[config.mk]
export PLATFORM = sky130hd
export DESIGN_NAME = rcd_ctrl
export DESIGN_NICKNAME = d
export VERILOG_FILES = /design/src/rcd_pkg.sv /design/src/rcd_tb_if.sv /design/src/rcd_ctrl.sv /design/src/rcd_timebase.sv
export SDC_FILE = /design/constraint.sdc
export NUM_CORES = 1
export LEC_CHECK = 0
export ABC_AREA = 1
export BUFFER_PORTS_ARGS = -buffer_cell sky130_fd_sc_hd__buf_2
export CELL_PAD_IN_SITES_DETAIL_PLACEMENT = 1
export CELL_PAD_IN_SITES_GLOBAL_PLACEMENT = 2
export CORE_MARGIN = 1.5
export CORE_UTILIZATION = 33
export DETAILED_ROUTE_END_ITERATION = 10
export PLACE_DENSITY_LB_ADDON = 0.12
export SLEW_MARGIN = 0
export SYNTH_ARGS = -nofsm -noshare
export SYNTH_HDL_FRONTEND = slang
export SYNTH_SLANG_ARGS = --single-unit
[constraint.sdc]
create_clock -name i_clk_sys -period 3.9 [get_ports i_clk_sys]
set_input_delay 0.195 -clock i_clk_sys [delete_from_list [all_inputs] [get_ports i_clk_sys]]
set_output_delay 0.195 -clock i_clk_sys [all_outputs]
set_load 0.01 [all_outputs]
[src/rcd_pkg.sv]
`default_nettype none
package rcd_pkg;
  localparam logic [7:0] OFS_ALM_SEC = 8'h01;
  localparam logic [7:0] OFS_ALM_MIN = 8'h03;
  localparam logic [7:0] OFS_ALM_HR = 8'h05;
  localparam logic [7:0] OFS_RATE = 8'h0A;
  localparam logic [7:0] OFS_CFG = 8'h0B;
  localparam logic [7:0] OFS_FLAGS = 8'h0C;
  localparam logic [7:0] OFS_DATE_Q = 8'h0D;
  localparam logic [7:0] OFS_CTL = 8'h10;
  localparam logic [7:0] OFS_WDAY_Q = 8'h14;
  localparam logic [7:0] OFS_SPRING = 8'h18;
  localparam logic [7:0] OFS_FALL = 8'h1C;
  localparam int CFG_INHIBIT = 7;
  localparam int CFG_PIE = 6;
  localparam int CFG_UIE = 4;
  localparam int CFG_BIN = 2;
  localparam int CFG_H24 = 1;
  localparam int CFG_DST = 0;
  localparam logic [7:0] CFG_WMASK = 8'hF7;
  localparam logic [7:0] CFG_RST = 8'h00;
  localparam int CTL_ALM = 3;
  localparam int CTL_WAKE = 2;
  localparam int CTL_SOFT = 1;
  localparam int CTL_EN = 0;
  localparam logic [3:0] CTL_SOFT_MASK = 4'h2;
  localparam logic [7:0] DONT_CARE = 8'hFF;
  localparam logic [1:0] DC_TOP = 2'h3;
  localparam logic [1:0] DIV_HALT = 2'h3;
  localparam logic [5:0] LAST_MIN_SEC = 6'h3B;
  localparam logic [4:0] LAST_HOUR = 5'h17;
  localparam logic [2:0] LAST_WEEK = 3'h5;
  localparam int DIV_W = 15;
  localparam int UIP_LEAD_TICKS = 16;

  typedef struct packed {
    logic [4:0] hr;
    logic [2:0] wk;
    logic [2:0] wd;
    logic [7:0] mo;
  } rcd_sched_t;

  function automatic logic [3:0] rate_shift(input logic [3:0] code);
    unique case (code)
      4'h0: return 4'h0;
      4'h1: return 4'h7;
      4'h2: return 4'h8;
      default: return code - 4'h1;
    endcase
  endfunction : rate_shift

  function automatic logic [7:0] dec(input logic [7:0] v, input logic b);
    return b ? v : (8'(v[7:4]) * 8'h0A + 8'(v[3:0]));
  endfunction : dec

  function automatic logic [7:0] enc(input logic [7:0] v, input logic b);
    return b ? v : {4'(v / 8'h0A), 4'(v % 8'h0A)};
  endfunction : enc

  function automatic logic [4:0] hour_in(input logic [7:0] v,
      input logic b, input logic h24);
    logic [7:0] h;
    h = dec({1'b0, v[6:0]}, b);
    if (!h24) begin
      if (h == 8'h0C) h = 8'h00;
      if (v[7]) h = h + 8'h0C;
    end
    return 5'(h);
  endfunction : hour_in

  function automatic logic [7:0] hour_out(input logic [4:0] h,
      input logic b, input logic h24);
    logic [7:0] x;
    logic pm;
    x = {3'h0, h};
    pm = 1'b0;
    if (!h24) begin
      pm = x >= 8'h0C;
      if (pm) x = x - 8'h0C;
      if (x == 8'h00) x = 8'h0C;
    end
    return {pm, 7'(enc(x, b))};
  endfunction : hour_out

  function automatic logic [7:0] alm_in(input logic [7:0] v, input logic b,
      input logic h24, input logic is_hr);
    if (v[7:6] == DC_TOP) return DONT_CARE;
    return is_hr ? {3'h0, hour_in(v, b, h24)} : dec(v, b);
  endfunction : alm_in

  function automatic logic [7:0] alm_out(input logic [7:0] a, input logic b,
      input logic h24, input logic is_hr);
    if (a == DONT_CARE) return DONT_CARE;
    return is_hr ? hour_out(5'(a), b, h24) : enc(a, b);
  endfunction : alm_out

  function automatic logic wk_hit(input logic [2:0] code,
      input logic [4:0] md, input logic [4:0] mds);
    logic [2:0] wk;
    wk = 3'((md - 5'h01) / 5'h07) + 3'h1;
    if (code == LAST_WEEK) return ({1'b0, md} + 6'h07) > {1'b0, mds};
    return code == wk;
  endfunction : wk_hit

  function automatic logic sched_hit(input rcd_sched_t s,
      input logic [4:0] hr, input logic [2:0] wd, input logic [4:0] md,
      input logic [4:0] mds, input logic [3:0] mo);
    return s.hr == hr && s.wd == wd && wk_hit(s.wk, md, mds)
        && s.mo == {4'h0, mo};
  endfunction : sched_hit

  function automatic rcd_sched_t sched_wr(input rcd_sched_t s,
      input logic [31:0] w, input logic [3:0] be, input logic b,
      input logic h24);
    rcd_sched_t r;
    r = s;
    if (be[0]) r.mo = dec(w[7:0], b);
    if (be[1]) r.wd = w[10:8];
    if (be[2]) r.wk = w[18:16];
    if (be[3]) r.hr = hour_in(w[31:24], b, h24);
    return r;
  endfunction : sched_wr

  function automatic logic [31:0] sched_rd(input rcd_sched_t s,
      input logic b, input logic h24);
    return {hour_out(s.hr, b, h24), 5'h00, s.wk, 5'h00, s.wd, enc(s.mo, b)};
  endfunction : sched_rd
endpackage : rcd_pkg
`default_nettype wire

[src/rcd_tb_if.sv]
`timescale 1ns/1ps
`default_nettype none
interface rcd_tb_if;
  logic tick;
  logic run;
  logic clr;
  logic [3:0] rate;
  logic per_evt;
  logic sec_evt;
  logic uip;
  modport ctl (output tick, run, clr, rate, input per_evt, sec_evt, uip);
  modport div (input tick, run, clr, rate, output per_evt, sec_evt, uip);
endinterface : rcd_tb_if
`default_nettype wire

[src/rcd_ctrl.sv]
// The strobed register port was chosen for this implementation.
`timescale 1ns/1ps
`default_nettype none
// Functional notes
// - four-bit rate code picks periodic period; code 0 never fires
// - update-inhibit bit stops once-per-second updates while set
// - config bits 6..4 gate periodic, alarm, update-ended interrupts
// - config bit 2 picks binary (1) or BCD (0) at the interface
// - config bit 1 picks 24-hour (1) or 12-hour with meridian (0)
// - config bit 0 enables automatic season hour shifts
// - format bits only convert on access; stored values unchanged
// - flag bit 7 is the OR of enabled flags 6..4
// - flags 6..4 latch their events regardless of config bits 6..4
// - reading the flag register clears every flag not set again in that cycle
// - update-ended flag after an update; time then stable a second
// - nonzero date qualifier must match the month or alarm blocked
// - control bit 3 enables the alarm features
// - control bit 2 routes the alarm to the wake circuitry
// - control bit 1 soft-resets all but control; clears itself
// - nothing runs until control bit 0 is one
// - weekday qualifier 1..7 must match; 11xxxxxx reads back FFh
// - spring schedule match adds one extra hour
// - week of month kept internally; code 5 is the last week
// - fall match holds the hour once, then rearms after repeat
// - schedules are byte-writable; software disables before bytes
// - schedule hour and month converted with modes at write time
// - skipped hour alarms never fire, repeated hour alarms twice
// - alarm time byte 11xxxxxx always matches
// - update-in-progress raised 16 slow ticks before update
module rcd_ctrl #(
  parameter int DIV_BITS = rcd_pkg::DIV_W
) (
  input wire logic i_clk_sys,
  input wire logic i_rst_b,
  input wire logic i_clk_32k,
  input wire logic [7:0] i_reg_addr,
  input wire logic [31:0] i_reg_wdata,
  input wire logic [3:0] i_reg_be,
  input wire logic i_reg_wr,
  input wire logic i_reg_rd,
  output logic [31:0] o_reg_rdata,
  input wire logic [5:0] i_sec,
  input wire logic [5:0] i_min,
  input wire logic [4:0] i_hour,
  input wire logic [2:0] i_wday,
  input wire logic [4:0] i_mday,
  input wire logic [4:0] i_mon_days,
  input wire logic [3:0] i_mon,
  input wire logic i_update_done,
  output logic o_update_go,
  output logic o_hour_extra,
  output logic o_hour_hold,
  output logic o_bin_mode,
  output logic o_h24_mode,
  output logic o_uip,
  output logic o_running,
  output logic o_irq,
  output logic o_wake_alarm
);
  import rcd_pkg::*;

  typedef struct packed {
    logic [2:0] sync;
    logic lvl;
    logic [31:0] rd_q;
    logic [7:0] cfg;
    logic [3:0] rate;
    logic [2:0] divsel;
    logic [2:0] flags;
    logic [5:0] dq;
    logic [3:0] ctl;
    logic [7:0] wq;
    logic [7:0] a_sec;
    logic [7:0] a_min;
    logic [7:0] a_hr;
    rcd_sched_t spring;
    rcd_sched_t fall;
    logic fall_armed;
    logic upd_go;
    logic extra;
    logic hold;
    logic wake;
  } rcd_st_t;

  localparam rcd_st_t ST_RST = '{wq: DONT_CARE, fall_armed: 1'b1,
      default: '0};

  rcd_st_t st_q;
  rcd_st_t st_d;
  logic bin;
  logic h24;
  logic run;
  logic roll;
  logic sp_hit;
  logic fa_hit;
  logic alm_hit;
  logic irqf;
  logic [4:0] nxt_hr;
  logic [2:0] flag_set;
  logic [31:0] rd_val;

  rcd_tb_if tb();

  rcd_timebase #(.DIV_BITS(DIV_BITS)) u_timebase (
    .i_clk_sys(i_clk_sys),
    .i_rst_b(i_rst_b),
    .tb(tb.div)
  );

  assign bin = st_q.cfg[CFG_BIN];
  assign h24 = st_q.cfg[CFG_H24];
  // halted divider select stops counting as well as the enable
  assign run = st_q.ctl[CTL_EN] && st_q.divsel[2:1] != DIV_HALT;
  assign tb.run = run;
  assign tb.tick = st_q.lvl == 1'b0 && st_q.sync[2:1] == 2'b11;
  assign tb.clr = st_q.ctl[CTL_SOFT];
  assign tb.rate = st_q.rate;

  // last second of the hour: the coming update crosses into nxt_hr
  assign roll = tb.sec_evt && i_min == LAST_MIN_SEC
      && i_sec == LAST_MIN_SEC;
  assign nxt_hr = (i_hour == LAST_HOUR) ? 5'h00 : i_hour + 5'h01;
  assign sp_hit = st_q.cfg[CFG_DST] && roll
      && sched_hit(st_q.spring, nxt_hr, i_wday, i_mday, i_mon_days,
      i_mon);
  assign fa_hit = st_q.cfg[CFG_DST] && roll && st_q.fall_armed
      && sched_hit(st_q.fall, nxt_hr, i_wday, i_mday, i_mon_days,
      i_mon);

  // judged on the freshly updated time, so a skipped hour never matches
  // and a repeated hour matches again
  assign alm_hit = i_update_done && run && st_q.ctl[CTL_ALM]
      && (st_q.a_sec == DONT_CARE || st_q.a_sec == {2'h0, i_sec})
      && (st_q.a_min == DONT_CARE || st_q.a_min == {2'h0, i_min})
      && (st_q.a_hr == DONT_CARE || st_q.a_hr == {3'h0, i_hour})
      && (st_q.dq == 6'h00 || st_q.dq == {2'h0, i_mon})
      && (st_q.wq == DONT_CARE || st_q.wq == {5'h00, i_wday});

  assign flag_set = {tb.per_evt, alm_hit, i_update_done && run};
  assign irqf = |(st_q.flags & st_q.cfg[CFG_PIE:CFG_UIE]);

  always_comb begin
    rd_val = 32'h0000_0000;
    unique case (i_reg_addr)
      OFS_ALM_SEC: rd_val[7:0] = alm_out(st_q.a_sec, bin, h24, 1'b0);
      OFS_ALM_MIN: rd_val[7:0] = alm_out(st_q.a_min, bin, h24, 1'b0);
      OFS_ALM_HR: rd_val[7:0] = alm_out(st_q.a_hr, bin, h24, 1'b1);
      OFS_RATE: rd_val[7:0] = {tb.uip, st_q.divsel, st_q.rate};
      OFS_CFG: rd_val[7:0] = st_q.cfg;
      OFS_FLAGS: rd_val[7:0] = {irqf, st_q.flags, 4'h0};
      OFS_DATE_Q: rd_val[7:0] = {2'h0, 6'(enc({2'h0, st_q.dq}, bin))};
      OFS_CTL: rd_val[7:0] = {4'h0, st_q.ctl};
      OFS_WDAY_Q: rd_val[7:0] = st_q.wq;
      OFS_SPRING: rd_val = sched_rd(st_q.spring, bin, h24);
      OFS_FALL: rd_val = sched_rd(st_q.fall, bin, h24);
      default: rd_val = 32'h0000_0000;
    endcase
  end

  always_comb begin
    st_d = st_q;
    if (st_q.ctl[CTL_SOFT]) begin
      // one-cycle soft reset spares the control register
      st_d = ST_RST;
      st_d.ctl = st_q.ctl & ~CTL_SOFT_MASK;
    end
    st_d.sync = {st_q.sync[1:0], i_clk_32k};
    st_d.lvl = st_q.lvl;
    if (st_q.sync[2] == st_q.sync[1]) begin
      st_d.lvl = st_q.sync[2];
    end
    st_d.rd_q = 32'h0000_0000;
    // one update per divider wrap keeps the time still for a second
    st_d.upd_go = tb.sec_evt && !st_q.cfg[CFG_INHIBIT];
    st_d.extra = st_d.upd_go && sp_hit && !fa_hit;
    st_d.hold = st_d.upd_go && fa_hit;
    st_d.wake = alm_hit && st_q.ctl[CTL_WAKE];
    if (st_d.upd_go && roll) begin
      // a hit disarms; the next unheld roll rearms
      st_d.fall_armed = !fa_hit;
    end
    st_d.flags = st_d.flags | flag_set;
    if (i_reg_rd) begin
      st_d.rd_q = rd_val;
      if (i_reg_addr == OFS_FLAGS) begin
        // a new event in the same cycle survives the clear
        st_d.flags = flag_set;
      end
    end
    if (i_reg_wr) begin
      if (i_reg_be[0]) begin
        unique case (i_reg_addr)
          OFS_ALM_SEC: st_d.a_sec = alm_in(i_reg_wdata[7:0], bin, h24,
              1'b0);
          OFS_ALM_MIN: st_d.a_min = alm_in(i_reg_wdata[7:0], bin, h24,
              1'b0);
          OFS_ALM_HR: st_d.a_hr = alm_in(i_reg_wdata[7:0], bin, h24,
              1'b1);
          OFS_RATE: begin
            st_d.rate = i_reg_wdata[3:0];
            st_d.divsel = i_reg_wdata[6:4];
          end
          OFS_CFG: st_d.cfg = i_reg_wdata[7:0] & CFG_WMASK;
          OFS_DATE_Q: st_d.dq = 6'(dec({2'h0, i_reg_wdata[5:0]}, bin));
          OFS_CTL: st_d.ctl = i_reg_wdata[3:0];
          OFS_WDAY_Q: st_d.wq = (i_reg_wdata[7:6] == DC_TOP) ? DONT_CARE
              : i_reg_wdata[7:0];
          default: st_d.rd_q = st_d.rd_q;
        endcase
      end
      if (i_reg_addr == OFS_SPRING) begin
        st_d.spring = sched_wr(st_q.spring, i_reg_wdata, i_reg_be, bin,
            h24);
      end
      if (i_reg_addr == OFS_FALL) begin
        st_d.fall = sched_wr(st_q.fall, i_reg_wdata, i_reg_be, bin,
            h24);
      end
    end
  end

  always_ff @(posedge i_clk_sys) begin
    if (!i_rst_b) begin
      st_q <= ST_RST;
    end else begin
      st_q <= st_d;
    end
  end

  assign o_reg_rdata = st_q.rd_q;
  assign o_update_go = st_q.upd_go;
  assign o_hour_extra = st_q.extra;
  assign o_hour_hold = st_q.hold;
  assign o_bin_mode = bin;
  assign o_h24_mode = h24;
  assign o_uip = tb.uip;
  assign o_running = run;
  assign o_irq = irqf;
  assign o_wake_alarm = st_q.wake;
endmodule : rcd_ctrl
`default_nettype wire

[src/rcd_timebase.sv]
`timescale 1ns/1ps
`default_nettype none
module rcd_timebase #(
  parameter int DIV_BITS = rcd_pkg::DIV_W
) (
  input wire logic i_clk_sys,
  input wire logic i_rst_b,
  rcd_tb_if.div tb
);
  import rcd_pkg::*;

  typedef struct packed {
    logic [DIV_BITS-1:0] cnt;
    logic per_q;
    logic sec_q;
    logic uip_q;
  } rcd_tb_st_t;

  localparam logic [DIV_BITS-1:0] UIP_AT = ~DIV_BITS'(UIP_LEAD_TICKS - 1);

  if (DIV_BITS < DIV_W) begin : g_bad
    $error("timebase divider too narrow for the rate table");
  end

  rcd_tb_st_t st_q;
  rcd_tb_st_t st_d;
  logic [DIV_BITS-1:0] nxt_cnt;
  logic [DIV_BITS-1:0] mask;

  assign nxt_cnt = st_q.cnt + 1'b1;
  assign mask = ~({DIV_BITS{1'b1}} << rate_shift(tb.rate));

  always_comb begin
    st_d = st_q;
    st_d.per_q = 1'b0;
    st_d.sec_q = 1'b0;
    if (tb.clr) begin
      st_d = '0;
    end else if (tb.run && tb.tick) begin
      st_d.cnt = nxt_cnt;
      // code 0 never fires
      st_d.per_q = tb.rate != 4'h0 && (nxt_cnt & mask) == '0;
      st_d.sec_q = nxt_cnt == '0;
    end
    // raised 16 slow ticks before the wrap, dropped by the wrap itself
    st_d.uip_q = tb.run && !tb.clr && st_d.cnt >= UIP_AT;
  end

  always_ff @(posedge i_clk_sys) begin
    if (!i_rst_b) begin
      st_q <= '0;
    end else begin
      st_q <= st_d;
    end
  end

  assign tb.per_evt = st_q.per_q;
  assign tb.sec_evt = st_q.sec_q;
  assign tb.uip = st_q.uip_q;
endmodule : rcd_timebase
`default_nettype wire

=== After elaboration in Yosys (flattened, before gate mapping) ===
Index checks and enable logic that the tools add are counted.

* $add $sub $neg: 16
* $mul: 4
* Divide/modulo/power cells: 17
* Magnitude comparators: 5
* Equality and inequality tests: 49
* Shift operators: 1
* Muxes and demuxes: 117
* Bitwise logic cells: 7
* Reductions and logical operators: 50

{| class="wikitable"
|+ Operators by type and width
! cell !! count
|-
| 8-bit two-way mux || 44
|-
| 5-bit two-way mux || 22
|-
| 103-bit two-way mux || 1
|-
| 8-bit case mux with 11 select lines || 1
|-
| 80-bit two-way mux || 1
|-
| 8-bit by 4-bit divider with 8-bit output, second input constant || 7
|-
| 8-bit by 4-bit remainder unit with 8-bit output, second input constant || 7
|-
| 8-bit by 4-bit == test with 1-bit output, second input constant || 6
|-
| 24-bit case mux with 2 select lines || 1
|-
| 42-bit two-way mux || 1
|-
| 19-bit two-way mux || 2
|-
| 17-bit two-way mux || 2
|-
| 8-bit by 5-bit == test with 1-bit output, second input constant || 4
|-
| 8-bit == test, second input constant || 4
|-
| 32-bit two-way mux || 1
|-
| 1-bit logical AND || 31
|-
| 15-bit logical NOT || 2
|-
| 15-bit two-way mux || 2
|-
| 7-bit two-way mux || 4
|-
| 1-bit two-way mux || 26
|-
| 8-bit logical NOT || 3
|-
| 3-bit inequality test, second input constant || 8
|-
| 6-bit two-way mux || 3
|-
| 5-bit by 4-bit subtractor with 6-bit output, second input constant || 3
|-
| 53 further kinds || 80
|}

* Flip-flop bits (word level): 157
* Bits of input ports: 84
* Output and inout bits: 41

=== Depth between registers and ports, before layout ===
Gate-level depths: netlist of the first run.

* Depth in word-level cells: 17
* Depth in mapped cells: 30

=== Hierarchy ===
A second synthesis of the first run with hierarchy kept.

* Cells, all modules: 2045
* Area, all modules: 12419.4 um2

{| class="wikitable"
|+ Modules (own cells, without submodules)
! module !! instances !! cells an instance !! area an instance (um2) !! sequential area each (um2)
|-
| rcd_ctrl || 1 || 1780 || 10923.0 || 2582.5
|-
| rcd_timebase || 1 || 265 || 1496.4 || 360.3
|}

=== Worst setup path before layout of the first run ===
No wires, ideal clock.

* Path type: input-to-reg
* Start: in i_mday[0]
* End: reg st_q[4] (netlist bit)
* Setup time: 0.116 ns
* Data arrival time: 3.184 ns
* Data required time: 3.784 ns
* Slack: 0.600 ns
* Cell stages on the path: 22
* Path through: inv_1 > ha_1 > xnor2_1 > inv_1 > ha_1 > nand2_1 > o21ai_2 > nand2_2 > xor2_2 > nand2_1 > o211ai_2 > o21ai_1 > nor2_2 > nand2_2 > ha_1 > xor2_1 > nor4_1 > nand3_1 > nand2_1 > nand2_1 > nand2_1 > nand2_1

* Longest elaborated chain between the ends: 10
* Elaborated cells on any way between the ends: 13

{| class="wikitable"
|+ Ends and longest elaborated chain
! what !! line !! RTL
|-
| from (decl) || rcd_ctrl.sv:46 || <nowiki>input wire logic [4:0] i_mday,</nowiki>
|-
| 5-bit by 1-bit subtractor with 5-bit output || rcd_pkg.sv:100 || <nowiki>wk = 3'((md - 5'h01) / 5'h07) + 3'h1;</nowiki>
|-
| 5-bit by 3-bit divider with 5-bit output || rcd_pkg.sv:100 ||
|-
| 3-bit by 1-bit adder with 3-bit output || rcd_pkg.sv:100 ||
|-
| 3-bit == test || rcd_pkg.sv:102 || <nowiki>return code == wk;</nowiki>
|-
| 1-bit two-way mux * || rcd_pkg.sv:102 ||
|-
| 1-bit logical AND * || rcd_pkg.sv:108 || <nowiki>return s.hr == hr && s.wd == wd && wk_hit(s.wk, md, mds)</nowiki>
|-
| 1-bit logical AND * || rcd_pkg.sv:109 || <nowiki>&& s.mo == {4'h0, mo};</nowiki>
|-
| 1-bit logical AND * || rcd_ctrl.sv:127 || <nowiki>&& sched_hit(st_q.fall, nxt_hr, i_wday, i_mday, i_mon_days,</nowiki>
|-
| 1-bit logical NOT * || rcd_ctrl.sv:180 || <nowiki>st_d.fall_armed = !fa_hit;</nowiki>
|-
| 1-bit two-way mux * || rcd_ctrl.sv:178 || <nowiki>if (st_d.upd_go && roll) begin</nowiki>
|-
| to (signal assigned) || rcd_ctrl.sv:226 || <nowiki>st_q <= st_d;</nowiki>
|-
| to (decl) || rcd_ctrl.sv:88 || <nowiki>rcd_st_t st_q;</nowiki>
|}

Every way passes the cells marked *; elsewhere a longest branch is shown, timed or not. The select of a mux whose other input is x is not followed.
A chain may end at the register's enable or synchronous reset.

=== Final worst setup path of the first run ===
Ends and elaborated chain as after synthesis.

==> results of run 1 <==
cell families after synthesis:
kind of cell    count (synthesis)
mux                             1
xor+xnor                       54
other cells                     1
fa+ha+maj                      52
buf+inv                       355
compound gates                419
simple gates                  916
flops                         147
layout make-up:
cell class	count	area share, %
multi-input cells	1452	57.2
flip-flops and latches	147	21.6
inverters	282	7.78
repair buffers	127	5.11
well taps	468	4.29
clock buffers	17	3.11
clock inverters	15	0.980
diodes	1	0.0183
critical path: stages:
cell and delay [ns]:
buf_2 0.12, inv_1 0.08, ha_1 0.22, xnor2_1 0.21
inv_1 0.11, ha_1 0.22, nand2_1 0.09, o21ai_2 0.07
nand2_2 0.13, xor2_2 0.22, nand2_1 0.14, o211ai_2 0.26
o21ai_1 0.11, nor2_2 0.14, nand2_2 0.09, ha_1 0.19
xnor2_1 0.30, nor2_1 0.08, nor4_1 0.27, nand3_1 0.12
nand2_1 0.09, nand2_1 0.07, nand2_1 0.10, nand2_1 0.05
timing repair:
item	in CTS	in global routing
hold buffers	2	0
resized for setup	0	0
endpoints found under the hold margin	2	0
cell usage in the layout, fill, tap and decap left out, types with 35 or more instances in the layout:
cell,instances
buf_2,104
nand3_1,129
inv_1,248
nand2_2,35
ha_1,49
nor2_1,136
a21oi_1,162
nand2_1,480
o21ai_0,141
dfxtp_1,146
worst min path at each step:
stage                     slack, ns  cells past startpoint               endpoint                 start
final                          0.03                      3  st_q[35]$_SDFFE_PN0P_       i_reg_wdata[16]
after global routing           0.03                      3    st_q[68]$_SDFF_PN1_        i_reg_wdata[1]
after floorplan                0.29                      2   st_d[137]$_SDFF_PN0_             i_clk_32k
after detailed placement       0.41                      2   st_d[138]$_SDFF_PN0_  st_d[137]$_SDFF_PN0_
after global placement         0.41                      2   st_d[138]$_SDFF_PN0_  st_d[137]$_SDFF_PN0_
after CTS                      0.01                      3  st_q[35]$_SDFFE_PN0P_       i_reg_wdata[16]
where the power goes:
part | leakage, nW | switching (mW) | total [mW] | internal (mW)
registers | 1.18 | 0.00207 | 1.50 | 1.50
clock network | 0.282 | 0.807 | 1.65 | 0.846
logic | 5.07 | 0.353 | 0.526 | 0.173
metal layers:
layer	up-vias	track usage, %	wire length, microns
met3	36	2.83	1530
met1	6234	35.1	23500
li1	6549	-	-
met5	-	0	0
met4	0	6.46	763
met2	205	39.8	20800
sequential cells by signal (all words and copies together), names as in the netlist:
register               count
o_reg_rdata               22
u_timebase.tb.per_evt      1
o_hour_extra               1
o_hour_hold                1
st_q                      95
o_h24_mode                 1
u_timebase.st_q           15
st_d                       2
o_wake_alarm               1
o_update_go                1
u_timebase.tb.sec_evt      1
o_bin_mode                 1
u_timebase.tb.uip          1
tb.rate                    4
==> results.cfg, run 1 <==
[outcome]
status = complete, no violations

[logic_synthesis]
syn_avg_cell_area_sq_um = 6.28
syn_inst = 1945
synth_top_family_by_area = simple AND/OR/NAND/NOR gates
netlist_area_sq_um = 12200
synth_edf_count = 0
synth_xor_area_share_pct = 4.00
yosysMostFrequentCell = nand2_1
synth_top_area_share_pct = 24.1
yosysUniqueCellTypes = 67
synth.largest_area_cell = dfxtp_1
yosys_warnings = 0
synthSimpleGateAreaFrac_pct = 34.3
synthTopCellsByCount = 480 x nand2_1, 249 x inv_1, 162 x a21oi_1
synth-seq-cells = 147
synthAdderAreaFrac_pct = 5.52
synthMuxAreaShare_pct = 0.0820
synthFlopType = dfxtp_1
synth.area.top_cells = dfxtp_1 24%, nand2_1 15%, inv_1 7.7%, a21oi_1 6.6%, o21ai_0 5.8%
ys_async_sr_fraction_pct = 0
synth_compound_area_share_pct = 19.8
ys_seq_area_share_pct = 24.1

[clock_network]
cts.sinks = 147
cts_tree = built
numCtsBuffers = 17
cts.root.buffer_cell = clkbuf_16
cts_setup_buffers = 0
clk_pin_slew_ns = 0.07
htree_levels = 4
max-clock-path-buffers = 2
insertion_delay_ns = 0.46

[pwr]
power.leakage_nw = 6.53
finalPower_mw = 3.68
irDropWorstVdd_v = 0.000320
powerDensity_nw_per_um2 = 270

[grt]
grt_use_total_pct = 24.8
antenna_found_initial = 1
grt_max_degree = 54
grt_pass1_vias = 12700
globalRouteOverflowTotal = 0
grt_pass1_wl_mm = 73.2

[timing]
fin_ws_ns = 0.573
rsz0062_at_grt = false
maxSlewHeadroom_pct = 23.7
setup_viol = 0
setup_tns_ns = 0
drv_slew = 0
tightestPinTransition_ns = 1.14
period_needed_ns = 3.33
fin_hold_ws_ns = 0.0291
clock_skew_ns = 0.0155
period_share_pct = 85.3
hold_violations = 0
timing.fmax_mhz = 301

[finish]
nets = 2163
layout-drive-gt1-share_pct = 14.5
multi_input_area_sq_um = 7800
area_growth_pct = 11.9
post-route-util_pct = 37.4
final_cells = 2509
seqCellArea_sq_um = 2940
post-route-cell-area_sq_um = 13700
fillers = 4864

[worst_setup_path]
arrival_ns = 3.67
startpoint_type = input pin
reg2reg_to = o_reg_rdata[26]$_SDFF_PN0_
endpoint = st_q[4]$_SDFFE_PN1P_
crit_type = in2reg
ff2ff_path_depth = 17
cp_max_fo = 5
crit_start = i_mday[0]
cp.required_ns = 4.25
reg2reg_from = st_q[41]$_SDFFE_PN0P_
rrSetupSlack_ns = 0.83
endpoint_kind = flop

[die]
fp.dieH_microns = 195
dieArea_sq_um = 38100
num_rows = 70
start_util_pct = 33.4
die_x_microns = 195
top_level_ports = 125
core_sq_um = 36500

[place]
post-place-ws_ns = 0.176
placed_cells = 2474
gp_congestion = 0.873
dpl.hpwl_mm = 37.4
dpl_cell_area_sq_um = 13100
io_buffers = 104

[hold_path]
holdCritPathClass = in2reg

[route]
drt_iter0_markers = 677
ant_nets = 0
wirelength_mm = 46.6
wl_per_cell_microns = 18.6
viasPerCell = 5.19
drtPass1Iterations = 5
via_count = 13000
drc = 0

[flow_run]
maxCapViolCount = 0
Power figures use the tool's default switching activity.
==> run 2: changes to the inputs <==
- CORE_UTILIZATION: 33 -> 32
- SYNTH_HIERARCHICAL: default -> 1
==> results.cfg, run 2 <==
[finish]
largest_reg_flops = 95
layout-drive-gt1-share_pct = 13.0
post-route-cell-area_sq_um = 14000
regMostFlops = st_q
area_growth_pct = 12.8
layout_commonest_cell = nand2_1
antennaDiodeCount = 0
final_cell_mix = 560 x nand2_1, 258 x inv_1, 169 x nor2_1
nets = 2256
post-route-util_pct = 36.9
final_cells = 2643

[die]
fp.dieH_microns = 200
top_level_ports = 125
start_util_pct = 32.7
dieArea_sq_um = 40000
num_rows = 71
core_sq_um = 37900
die_x_microns = 200

[grt]
grt_max_degree = 69
grt_use_total_pct = 24.6
grt_pass1_vias = 13300
antenna_found_initial = 0
globalRouteOverflowTotal = 0
grt_pass1_wl_mm = 74.9

[worst_setup_path]
crit_type = in2reg
cp_max_fo = 5
path_common_cell = nand2_1
cp.required_ns = 4.25
endpoint_kind = flop
slowest_stage = xnor2_1
crit_family = simple AND/OR/NAND/NOR gates
max_stage_delay_ns = 0.30
startpoint_type = input pin
path_buf_inv = 3
arrival_ns = 3.77

[route]
viasPerCell = 5.11
wl_per_cell_microns = 18.1
drc = 0
drtPass1Iterations = 5
drt_iter0_markers = 690
ant_nets = 0
via_count = 13500
wirelength_mm = 48.0

[place]
placed_cells = 2604
dpl.hpwl_mm = 38.3
io_buffers = 104
dpl_cell_area_sq_um = 13300
gp_congestion = 0.859

[hold_path]
holdCritPathClass = in2reg

[clock_network]
max-clock-path-buffers = 2
htree_levels = 4
clk_pin_slew_ns = 0.06
cts_tree = built
cts_setup_buffers = 0
numCtsBuffers = 17
ctsResizeCount = 0
insertion_delay_ns = 0.46
cts_hold_buffers = 7
cts.root.buffer_cell = clkbuf_16
cts.sinks = 147

[flow_run]
maxCapViolCount = 0

[timing]
tightestPinTransition_ns = 0.912
period_needed_ns = 3.42
drv_slew = 0
rsz0062_at_grt = false
maxSlewHeadroom_pct = 37.6
hold_violations = 0
timing.fmax_mhz = 292
setup_tns_ns = 0
setup_viol = 0
clock_skew_ns = 0.0108
period_share_pct = 87.7

[logic_synthesis]
synth-seq-cells = 147
syn_avg_cell_area_sq_um = 6.07
netlist_area_sq_um = 12400
synthTopCellsByCount = 560 x nand2_1, 258 x inv_1, 169 x nor2_1
synth.area.top_cells = dfxtp_1 24%, nand2_1 17%, inv_1 7.8%, a21oi_1 6.6%, nand3_1 5.6%
syn_inst = 2045
yosys_warnings = 6
synth.largest_area_cell = dfxtp_1
ys_seq_area_share_pct = 23.7
synth_edf_count = 0
yosysMostFrequentCell = nand2_1
synthFlopType = dfxtp_1
synth_top_area_share_pct = 23.7
yosysUniqueCellTypes = 58
ys_async_sr_fraction_pct = 0

[pwr]
power.leakage_nw = 6.66
sw_frac_of_total_pct = 28.8
p_sw_mw = 1.12
internal-power_mw = 2.78
p_seq_share_pct = 38.6
combPwrFrac_pct = 13.4
irDropWorstVdd_v = 0.000329
powerDensity_nw_per_um2 = 279
p_clk_share_pct = 48.1

[outcome]
status = complete, no violations
==> run 2: cell count changes after synthesis, moves of 8 or more <==
| cell | before | now |
|---|---|---|
| nand2_1 | 480 | 560 |
| o21ai_0 | 141 | 106 |
| nor2_1 | 136 | 169 |
| nand2_2 | 35 | 54 |
| nand2_4 | 19 | 7 |
| nand3_1 | 129 | 140 |
| inv_2 | 28 | 18 |
| nor4_1 | 21 | 11 |
| inv_1 | 249 | 258 |
| xnor2_1 | 19 | 10 |
| buf_2 | 1 | 9 |
| nand3_2 | 15 | 7 |
==> run 2: power by group through the flow <==
stage | clock network [mW] | logic [mW] | registers, mW
after global placement | 0 | 0.503 | 1.54
after floorplan | 0 | 0.308 | 1.54
after global routing | 1.97 | 0.583 | 1.50
after detailed placement | 0 | 0.517 | 1.54
after CTS | 1.92 | 0.525 | 1.50
final | 1.88 | 0.522 | 1.51
==> run 2: worst paths after layout <==
path,end,from,slack [ns],cells after the start
setup reg to reg,o_reg_rdata[4]$_SDFF_PN0_,st_q[46]$_SDFF_PN0_,0.62,21
hold reg to reg,st_d[138]$_SDFF_PN0_,st_d[137]$_SDFF_PN0_,0.42,2
setup / recovery,o_hour_extra$_SDFF_PN0_,i_mday[0],0.48,25
hold / removal,st_q[19]$_SDFFE_PN0P_,i_reg_wdata[24],0.03,3
==> run 2: per-stage QoR <==
step / power, mW / setup slack (ns) / hold WS, ns
after floorplan: 1.85 / 0.680 / 0.293
after CTS: 3.95 / 0.481 / 0.0163
final: 3.90 / 0.478 / 0.0295
after global placement: 2.04 / 0.210 / 0.386
after detailed placement: 2.06 / 0.00287 / 0.386
after global routing: 4.06 / 0.106 / 0.0334
==> run 2: final cells by class <==
class / count / area [sq um]
Inverter: 281 / 1050
Timing Repair Buffer: 128 / 731
Tap cell: 511 / 639
Sequential cell: 147 / 2940
Multi-Input combinational cell: 1544 / 7990
Clock inverter: 13 / 199
Fill cell: 5137 / 23900
Clock buffer: 19 / 443
==> run 2: worst reg2reg max path, delay by kind of cell (launching register included) <==
| kind | cells | cell delay [ns] |
|---|---|---|
| flops | 1 | 0.48 |
| buf+inv | 1 | 0.07 |
| simple gates | 15 | 1.85 |
| compound gates | 4 | 0.47 |
| fa+ha+maj | 1 | 0.30 |
==> run 2: routing by layer <==
metal | wire, microns | track usage [%] | vias to the layer above | part of all wire (%)
met2 | 22200 | 40.9 | 237 | 46
met4 | 642 | 5.96 | 0 | 1.3
met1 | 23300 | 34.0 | 6449 | 49
li1 | - | - | 6784 | -
met5 | 0 | 0 | - | 0
met3 | 1830 | 2.69 | 42 | 3.8
==> run 2: cell families (layout without fill, tap and decap cells) <==
logic type / count (synthesis) / in the layout / share of synthesized area (%)
AND/OR/NAND/NOR: 1034 / 1034 / 36.3
buffers and inverters: 363 / 441 / 12.2
adder cells (fa/ha/maj): 53 / 53 / 5.52
AO/OA/AOI/OAI: 399 / 399 / 18.6
other: 1 / 10 / 0.0302
flip-flops: 147 / 147 / 23.7
XOR/XNOR: 48 / 48 / 3.57
